File: src/verilog/monitor_regs_pkg.sv
package monitor_regs_pkg;

  // ---------------------------------------------------------------
  // Register offsets
  // ---------------------------------------------------------------
  localparam logic [7:0] ADDR_RATE = 8'h01;
  localparam logic [7:0] ADDR_TRIGGER = 8'h02;
  localparam logic [7:0] ADDR_MASKS = 8'h03;
  localparam logic [7:0] ADDR_OVER = 8'h04;
  localparam logic [7:0] ADDR_UNDER = 8'h05;
  localparam logic [7:0] ADDR_SAMPLING = 8'h0a;

  // ---------------------------------------------------------------
  // Field positions and reset values
  // ---------------------------------------------------------------
  localparam int RATE_LSB = 0;
  localparam int DONE_BIT = 7;
  localparam int CH1_SOURCE_BIT = 0;
  localparam int CH1_SENSE_BIT = 1;
  localparam int CH2_SOURCE_BIT = 2;
  localparam int CH2_SENSE_BIT = 3;
  localparam logic [1:0] RATE_RESET = 2'h3;
  localparam logic [3:0] MASKS_RESET = 4'h0;
  localparam logic [7:0] SAMPLING_RESET = 8'h00;
  localparam logic [3:0] CH2_BITS = 4'hc;
  localparam logic [7:0] SAMPLING_CH2_BITS = 8'hf0;

  // ---------------------------------------------------------------
  // Rate codes
  // ---------------------------------------------------------------
  typedef enum logic [1:0] {
    RATE_1SPS = 2'h0,
    RATE_2SPS = 2'h1,
    RATE_4SPS = 2'h2,
    RATE_CONT = 2'h3
  } rate_code_t;

  // ---------------------------------------------------------------
  // Timing
  // ---------------------------------------------------------------
  localparam int CLK_HZ = 50_000_000;
  localparam int DONE_PULSE_NS = 5000;
  localparam int DONE_PULSE_CYCLES = (DONE_PULSE_NS * (CLK_HZ / 1_000_000)) / 1000;

endpackage

File: src/verilog/limit_flag_if.sv
`timescale 1ns/1ps
interface limit_flag_if;
  logic set_over;
  logic set_under;
  logic clr;
  logic over;
  logic under;
  modport flag (input set_over, input set_under, input clr, output over, output under);
  modport ctrl (output set_over, output set_under, output clr, input over, input under);
endinterface

File: src/verilog/limit_flag_cell.sv
`timescale 1ns/1ps
module limit_flag_cell
  import monitor_regs_pkg::*;
#(
  parameter bit PRESENT = 1'b1
) (
  // Clock, enable and reset
  input wire logic clk,
  input wire logic nrst,
  input wire logic ce,
  // Flag controls
  limit_flag_if.flag fl
);

  logic over_reg;
  logic over_next;
  logic under_reg;
  logic under_next;

  // Sticky flags: set wins over read clear
  always_comb begin
    over_next = over_reg;
    under_next = under_reg;
    if (fl.clr) begin
      over_next = 1'b0;
      under_next = 1'b0;
    end
    if (fl.set_over) begin
      over_next = 1'b1;
    end
    if (fl.set_under) begin
      under_next = 1'b1;
    end
    if (!PRESENT) begin
      over_next = 1'b0;
      under_next = 1'b0;
    end
  end

  // Flag registers
  always_ff @(posedge clk or negedge nrst) begin
    if (!nrst) begin
      over_reg <= 1'b0;
      under_reg <= 1'b0;
    end else if (ce) begin
      over_reg <= over_next;
      under_reg <= under_next;
    end
  end

  assign fl.over = over_reg;
  assign fl.under = under_reg;

endmodule

File: src/verilog/monitor_rate_mask_status_regs.sv
// Contract
// - Rate field bits 1:0 select 1 sps (00), 2 sps (01), 4 sps (10) or continuous (11), resetting to continuous.
// - Unimplemented bits read zero and ignore writes.
// - In standby any write to the trigger register starts one conversion cycle.
// - A set mask bit keeps that measurement's limit violations off the alert output.
// - An over flag sets when the measurement is at or above its high limit.
// - An under flag sets when the measurement is strictly below its low limit.
// - The done flag in bit 7 of the over register sets at cycle end and clears on read of that register.
// - A set, unmasked limit flag asserts the active-low alert when alerting is enabled.
// - Sampling register holds per-channel sample-time fields (7:6, 3:2), reset zero.
// - Sampling register holds per-channel averaging fields (5:4, 1:0).
// - In the single-channel build all channel-2 bits read zero.
// - Limit flags update regardless of the global alert mask.
// - With the done alert enabled, alert pulses low for 5 us at each cycle end.
`timescale 1ns/1ps
module monitor_rate_mask_status_regs
  import monitor_regs_pkg::*;
#(
  parameter bit DUAL = 1'b1
) (
  // Clock, enable and reset
  input wire logic clk,
  input wire logic nrst,
  input wire logic ce,
  // Register access from the bus engine
  input wire logic [7:0] reg_addr,
  input wire logic [7:0] reg_wdata,
  input wire logic reg_wr,
  input wire logic reg_rd,
  output logic [7:0] reg_rdata,
  // Configuration bits
  input wire logic global_alert_mask,
  input wire logic cycle_done_alert_pulse,
  input wire logic standby,
  // Conversion engine
  input wire logic cycle_done,
  input wire logic [3:0] meas_valid,
  input wire logic [3:0] at_or_above_high,
  input wire logic [3:0] below_low,
  output logic start_conversion,
  output logic [1:0] sample_rate_code,
  output logic [7:0] sampling_setup,
  // Alert pin
  output logic alert_n
);

  // ---------------------------------------------------------------
  // Register state
  // ---------------------------------------------------------------
  logic [1:0] rate_reg;
  logic [1:0] rate_next;
  logic [3:0] masks_reg;
  logic [3:0] masks_next;
  logic [7:0] sampling_reg;
  logic [7:0] sampling_next;
  logic done_reg;
  logic done_next;
  logic start_reg;
  logic start_next;
  logic [7:0] rdata_reg;
  logic [7:0] rdata_next;
  logic [3:0] over_flags;
  logic [3:0] under_flags;
  logic [3:0] impl_mask;
  logic rd_over;
  logic rd_under;

  assign impl_mask = DUAL ? 4'hf : ~CH2_BITS;
  assign rd_over = reg_rd && (reg_addr == ADDR_OVER);
  assign rd_under = reg_rd && (reg_addr == ADDR_UNDER);

  // ---------------------------------------------------------------
  // Limit flag cells, one per measurement
  // ---------------------------------------------------------------
  genvar g;
  generate
    for (g = 0; g < 4; g++) begin : g_flag
      limit_flag_if fi ();
      assign fi.set_over = meas_valid[g] && at_or_above_high[g];
      assign fi.set_under = meas_valid[g] && below_low[g];
      assign fi.clr = rd_over;
      limit_flag_cell #(
        .PRESENT(DUAL || (g < 2))
      ) u_cell (
        .clk(clk),
        .nrst(nrst),
        .ce(ce),
        .fl(fi.flag)
      );
      assign over_flags[g] = fi.over;
    end
  endgenerate

  // Under flags clear on their own register read
  limit_flag_if ui [4] ();
  generate
    for (g = 0; g < 4; g++) begin : g_under
      assign ui[g].set_over = 1'b0;
      assign ui[g].set_under = meas_valid[g] && below_low[g];
      assign ui[g].clr = rd_under;
      limit_flag_cell #(
        .PRESENT(DUAL || (g < 2))
      ) u_ucell (
        .clk(clk),
        .nrst(nrst),
        .ce(ce),
        .fl(ui[g].flag)
      );
      assign under_flags[g] = ui[g].under;
    end
  endgenerate

  // ---------------------------------------------------------------
  // Writable registers and trigger
  // ---------------------------------------------------------------
  // Next values of the writable registers and the trigger strobe
  always_comb begin
    rate_next = rate_reg;
    masks_next = masks_reg;
    sampling_next = sampling_reg;
    start_next = 1'b0;
    if (reg_wr) begin
      case (reg_addr)
        ADDR_RATE: begin
          rate_next = reg_wdata[RATE_LSB +: 2];
        end
        ADDR_TRIGGER: begin
          start_next = standby;
        end
        ADDR_MASKS: begin
          masks_next = reg_wdata[3:0] & impl_mask;
        end
        ADDR_SAMPLING: begin
          sampling_next = DUAL ? reg_wdata : (reg_wdata & ~SAMPLING_CH2_BITS);
        end
        default: begin
          start_next = 1'b0;
        end
      endcase
    end
  end

  // Writable registers, frozen while the enable is low
  always_ff @(posedge clk or negedge nrst) begin
    if (!nrst) begin
      rate_reg <= RATE_RESET;
      masks_reg <= MASKS_RESET;
      sampling_reg <= SAMPLING_RESET;
      start_reg <= 1'b0;
    end else if (ce) begin
      rate_reg <= rate_next;
      masks_reg <= masks_next;
      sampling_reg <= sampling_next;
      start_reg <= start_next;
    end
  end

  // ---------------------------------------------------------------
  // Done flag
  // ---------------------------------------------------------------
  // Done flag next value, set beats read clear
  always_comb begin
    done_next = done_reg;
    if (rd_over) begin
      done_next = 1'b0;
    end
    if (cycle_done) begin
      done_next = 1'b1;
    end
  end

  // Done flag register
  always_ff @(posedge clk or negedge nrst) begin
    if (!nrst) begin
      done_reg <= 1'b0;
    end else if (ce) begin
      done_reg <= done_next;
    end
  end

  // ---------------------------------------------------------------
  // Named flag and mask bits
  // ---------------------------------------------------------------
  logic ch1_source_over_flag;
  logic ch1_sense_over_flag;
  logic ch2_source_over_flag;
  logic ch2_sense_over_flag;
  logic ch1_source_under_flag;
  logic ch1_sense_under_flag;
  logic ch2_source_under_flag;
  logic ch2_sense_under_flag;
  logic ch1_source_limit_mask;
  logic ch1_sense_limit_mask;
  logic ch2_source_limit_mask;
  logic ch2_sense_limit_mask;
  logic [3:0] over_view;
  logic [3:0] under_view;
  logic [3:0] mask_view;

  assign ch1_source_over_flag = over_flags[CH1_SOURCE_BIT] & impl_mask[CH1_SOURCE_BIT];
  assign ch1_sense_over_flag = over_flags[CH1_SENSE_BIT] & impl_mask[CH1_SENSE_BIT];
  assign ch2_source_over_flag = over_flags[CH2_SOURCE_BIT] & impl_mask[CH2_SOURCE_BIT];
  assign ch2_sense_over_flag = over_flags[CH2_SENSE_BIT] & impl_mask[CH2_SENSE_BIT];
  assign ch1_source_under_flag = under_flags[CH1_SOURCE_BIT] & impl_mask[CH1_SOURCE_BIT];
  assign ch1_sense_under_flag = under_flags[CH1_SENSE_BIT] & impl_mask[CH1_SENSE_BIT];
  assign ch2_source_under_flag = under_flags[CH2_SOURCE_BIT] & impl_mask[CH2_SOURCE_BIT];
  assign ch2_sense_under_flag = under_flags[CH2_SENSE_BIT] & impl_mask[CH2_SENSE_BIT];
  assign ch1_source_limit_mask = masks_reg[CH1_SOURCE_BIT];
  assign ch1_sense_limit_mask = masks_reg[CH1_SENSE_BIT];
  assign ch2_source_limit_mask = masks_reg[CH2_SOURCE_BIT];
  assign ch2_sense_limit_mask = masks_reg[CH2_SENSE_BIT];
  // Register views in bit order, sense above source
  assign over_view = {ch2_sense_over_flag, ch2_source_over_flag, ch1_sense_over_flag, ch1_source_over_flag};
  assign under_view = {ch2_sense_under_flag, ch2_source_under_flag, ch1_sense_under_flag, ch1_source_under_flag};
  assign mask_view = {ch2_sense_limit_mask, ch2_source_limit_mask, ch1_sense_limit_mask, ch1_source_limit_mask};

  // ---------------------------------------------------------------
  // Read data
  // ---------------------------------------------------------------
  // Read data selection, held between reads
  always_comb begin
    rdata_next = rdata_reg;
    if (reg_rd) begin
      case (reg_addr)
        ADDR_RATE: rdata_next = {6'h00, rate_reg};
        ADDR_TRIGGER: rdata_next = 8'h00;
        ADDR_MASKS: rdata_next = {4'h0, mask_view};
        ADDR_OVER: rdata_next = {done_reg, 3'h0, over_view};
        ADDR_UNDER: rdata_next = {4'h0, under_view};
        ADDR_SAMPLING: rdata_next = sampling_reg;
        default: rdata_next = 8'h00;
      endcase
    end
  end

  // Read data register
  always_ff @(posedge clk or negedge nrst) begin
    if (!nrst) begin
      rdata_reg <= 8'h00;
    end else if (ce) begin
      rdata_reg <= rdata_next;
    end
  end

  // ---------------------------------------------------------------
  // Alert output
  // ---------------------------------------------------------------
  localparam int PW = $clog2(DONE_PULSE_CYCLES + 1);
  localparam logic [PW-1:0] PULSE_LEN = PW'(DONE_PULSE_CYCLES);
  logic [PW-1:0] pulse_reg;
  logic [PW-1:0] pulse_next;
  logic alert_n_reg;
  logic alert_n_next;
  logic limit_cause;

  assign limit_cause = |((over_view | under_view) & ~mask_view & impl_mask);

  // Done pulse countdown and alert level
  always_comb begin
    pulse_next = pulse_reg;
    if (pulse_reg != '0) begin
      pulse_next = pulse_reg - PW'(1);
    end
    if (cycle_done && cycle_done_alert_pulse) begin
      pulse_next = PULSE_LEN;
    end
    alert_n_next = !((limit_cause && !global_alert_mask) || (pulse_next != '0));
  end

  // Pulse counter and alert pin register
  always_ff @(posedge clk or negedge nrst) begin
    if (!nrst) begin
      pulse_reg <= '0;
      alert_n_reg <= 1'b1;
    end else if (ce) begin
      pulse_reg <= pulse_next;
      alert_n_reg <= alert_n_next;
    end
  end

  // Outputs straight from flops
  assign reg_rdata = rdata_reg;
  assign start_conversion = start_reg;
  assign sample_rate_code = rate_reg;
  assign sampling_setup = sampling_reg;
  assign alert_n = alert_n_reg;

endmodule

File: config.mk
export PLATFORM = sky130hd
export DESIGN_NAME = monitor_rate_mask_status_regs
export DESIGN_NICKNAME = d
export VERILOG_FILES = /design/src/verilog/monitor_regs_pkg.sv /design/src/verilog/limit_flag_if.sv /design/src/verilog/limit_flag_cell.sv /design/src/verilog/monitor_rate_mask_status_regs.sv
export SDC_FILE = /design/constraint.sdc
export NUM_CORES = 1
export LEC_CHECK = 0
export ABC_AREA = 1
export BUFFER_PORTS_ARGS = -buffer_cell sky130_fd_sc_hd__buf_2
export CAP_MARGIN = 30
export CORE_MARGIN = 2
export CORE_UTILIZATION = 47
export CTS_CLUSTER_DIAMETER = 200
export DETAILED_ROUTE_END_ITERATION = 10
export PLACE_DENSITY = 0.77
export SYNTH_ARGS = -nofsm -noshare
export SYNTH_HDL_FRONTEND = slang
export SYNTH_SLANG_ARGS = --single-unit
File: constraint.sdc
create_clock -name clk -period 1.5 [get_ports clk]
set_clock_uncertainty 0.05 [all_clocks]
set_input_delay 0.075 -clock clk [delete_from_list [all_inputs] [get_ports clk]]
set_output_delay 0.075 -clock clk [all_outputs]
set_load 0.01 [all_outputs]
==> results by group <==
Status
  – Status: complete, but fails checks
  – Violated checks: negative setup slack

Synth
  – Simple-gate share of the synthesized area: ~29%
  – Post-synthesis mux area share: 0.6948%
  – Register area share after synthesis: between 40% and 50%
  – Mapped Area: 0.002161 mm²
  – Yosys reg bits: between 40 and 50
  – Synth Area in XOR/XNOR: 0%
  – Compound-cell area share of the yosys netlist: between 10 and 15%
  – Main combinational cell family by area after synthesis: simple AND/OR/NAND/NOR gates
  – Synth Area in Adders: 1.158%
  – Yosys Warn Count: 0
  – Syn avg cell area: ~8.2 µm²
  – Synth unique cells: 31
  – Syn Inst Count: 265
  – Syn_nets: a little over 300

Setup path
  – Critical path origin: pulse_reg[6]$_DFFE_PN0P_
  – CP Cell Sequence: nor2_1 -> nand2_4 -> nor2_4 -> nor2_1 -> nor2_1 -> nand3_1 -> nor2_1 -> nand3_1 -> nand2_1
  – Worst path arrival time: 1740 ps
  – Critical Path Fanout Max: 4
  – Worst setup path category: reg2reg
  – Reg2Reg Launch Point: pulse_reg[6]$_DFFE_PN0P_
  – Crit-path slowest cell: dfrtp_1
  – CP Capture Type: flip-flop
  – Startpoint Class: flip-flop
  – Worst path max stage delay: 420 ps
  – CP dominant cell by count: nor2_1
  – CP required: 1680 ps

Clock network
  – Root buf cell: clkbuf_8
  – Htree depth: 2
  – Cts bufs inserted: 5
  – Clock Latency Late Sink: 290 ps
  – Bufs on Longest Clock Path: 2
  – Reg clk slew, reported paths: 80 ps
  – # clock sinks: 41
  – CTS tree: done

Floorplanning
  – Die X: 71.81 µm
  – I/O pins: 57
  – # rows: 24
  – Die outline height: slightly above 70 µm
  – Core region area: roughly 0.0044 mm²
  – Starting density of the core: between 40% and 50%
  – Die area: 0.005156 mm²

Drt
  – DR vias/cell: about 5.2
  – Total vias in the final route: 2143
  – Final ANT Viol Nets: 0
  – Post-route DRC: 0
  – Router iterations before antenna repair: 4
  – DRT iter0 DRCs: between 100 and 150
  – WL final: 5.548 mm
  – Drt wl/cell: 13.43 µm

Pwr
  – Switching share of power: 29.18%
  – Int Pwr: 1.729 mW
  – Combinational cell fraction of total power: roughly 22%
  – Power density cells: 824.9 mW/mm²
  – Sequential power share: about half
  – Final Power: 2.442 mW
  – LEAKAGE: 1.530 nW
  – Clock power frac: 28.4%
  – Peak supply drop: 554.8 µV
  – Sw power: 0.7125 mW

STA
  – Fin. Hold Viols: 0
  – Slew HR: 65.71%
  – Fin crit period: roughly 1600 ps
  – Final period util: 103.9%
  – Fmax: 0.6414 GHz
  – RSZ-0062 raised after global routing: yes
  – Final slew viol count: 0
  – Final setup fails: 2
  – Final WS setup: -59.06 ps
  – Worst Max-Slew Pin Slew: 514.3 ps
  – Hold slack: 11.95 ps

Finish
  – Final Core Density: 67.52%
  – Reg area: 0.001030 mm²
  – ANT cells: 0
  – Fillers: 350
  – Area occupied by multi-input gates: 0.001041 mm²
  – Layout cells sized above 1: 32.13%
  – Area growth syn-to-layout: 37.00%
  – NumNets Final: 399

Worst hold path
  – Min-Delay Path Class: in2reg
  – Worst Hold Launch: standby

Global route
  – Total grt overflow: 0
  – Initial antenna violation count: 0
  – GRT Util Overall: 21.85%
  – Largest net degree at the start of global routing: 42
  – Global-route wire length before repair: 8.756 mm
  – Number of global-route vias before repair: 2025

Placement
  – Hpwl dp: 3.740 mm
  – Placer Congestion: 0.8772
  – Port buffer count: 56

Job
  – Max Cap Viol: 0
-- power by group through the flow --
stage                     clock, mW  sequential [mW]  combinational [mW]
final                         0.694             1.20               0.546
after floorplan                   0             1.22               0.207
after global routing          0.753             1.21               0.602
after detailed placement          0             1.22               0.391
after global placement            0             1.21               0.382
after CTS                     0.714             1.20               0.479
-- worst paths after layout --
kind                                                  to  slack [ps]  cells after the start
setup reg to reg                     alert_n$_DFFE_PN1P_         -60                      9
max in group asynchronous            alert_n$_DFFE_PN1P_         700                      3
setup / recovery                     alert_n$_DFFE_PN1P_         -60                      9
hold reg to reg                      alert_n$_DFFE_PN1P_         420                      2
min in group asynchronous  sampling_setup[3]$_DFFE_PN0P_         320                      3
hold / removal              start_conversion$_DFFE_PN0P_          10                      3
-- kinds of logic (layout without fill, tap and decap cells) --
kind of cell | after synthesis | in the layout
buffers and inverters | 39 | 135
DFF | 41 | 41
AOI/OAI and AO/OA | 45 | 45
muxes | 1 | 1
adders and majority gates | 2 | 2
and+or+nand+nor | 137 | 137
-- critical path: cells and delay by family, from the launching register on --
kind,cells,cell delay [ps]
flops,1,420
simple gates,9,1020
-- stage by stage --
| stage | setup TNS, ps | setup WS, ps | cells | area, µm² |
|---|---|---|---|---|
| final | -82.12 | -59.06 | 413 | 2960 |
| after global routing | -348.1 | -195.6 | 413 | 2960 |
| after CTS | 0 | 2.003 | 410 | 2904 |
| after detailed placement | -67.81 | -67.81 | 377 | 2544 |
| after global placement | -21.72 | -21.72 | 377 | 2544 |
| after floorplan | 0 | 70.31 | 265 | 2161 |
-- synth_stat cells, drive strengths merged --
| cell type | n | area share (%) |
|---|---|---|
| a22oi | 5 | 1.7 |
| nor2 | 30 | 5.6 |
| a32o | 4 | 1.9 |
| o31ai | 3 | 1.0 |
| inv | 35 | 6.3 |
| or2 | 1 | 0.29 |
| dfrtp | 38 | 44 |
| o41ai | 1 | 0.41 |
| a21oi | 6 | 1.9 |
| o21ai | 25 | 6.5 |
| buf | 1 | 0.52 |
| nand3 | 22 | 5.9 |
| clkbuf | 3 | 0.52 |
| a41oi | 1 | 0.41 |
| nand2 | 75 | 14 |
| nand4 | 2 | 0.58 |
| nor3 | 7 | 3.1 |
| mux2 | 1 | 0.69 |
| dfstp | 3 | 3.6 |
| ha | 2 | 1.2 |
-- area by class of cell --
type / count / area share [%]
clock inverters: 2 / 0.3381
repair buffers: 92 / 20.37
inverters: 35 / 4.691
clock buffers: 6 / 2.451
multi-input cells: 185 / 35.16
well taps: 52 / 2.198
flip-flops and latches: 41 / 34.78
-- routing by layer --
layer,share of wire (%),GRT usage (%),vias up
li1,-,-,1059
met1,43,28.51,999
met2,49,36.32,77
met3,6.2,4.923,8
met4,1.4,6.918,0
met5,0,0,-
-- repair_timing --
| item | 4_1_cts | 5_1_grt |
|---|---|---|
| hold endpoints to repair | 53 | 0 |
| gates cloned | 0 | 0 |
| resized for setup | 11 | 10 |
| setup buffers | 4 | 3 |
| pin swaps | 4 | 8 |
| setup endpoints to repair | 1 | 6 |
| hold buffers | 21 | 0 |
-- placed cells by master (no fill, tap or decap), types with 3 or more instances in the layout --
| master | instances |
|---|---|
| inv_2 | 3 |
| inv_1 | 29 |
| buf_4 | 15 |
| o21ai_0 | 19 |
| nand2_1 | 68 |
| nand2_2 | 4 |
| a32o_1 | 4 |
| nor3_1 | 3 |
| a22oi_1 | 5 |
| nand3_1 | 19 |
| nand2_4 | 3 |
| o21ai_2 | 4 |
| nor2_1 | 26 |
| dfrtp_1 | 38 |
| dlygate4sd3_1 | 21 |
| clkbuf_8 | 5 |
| o31ai_1 | 3 |
| buf_2 | 56 |
| inv_4 | 3 |
| dfstp_2 | 3 |
| a21oi_2 | 4 |
Note: power is estimated with default switching activity, not from simulation.
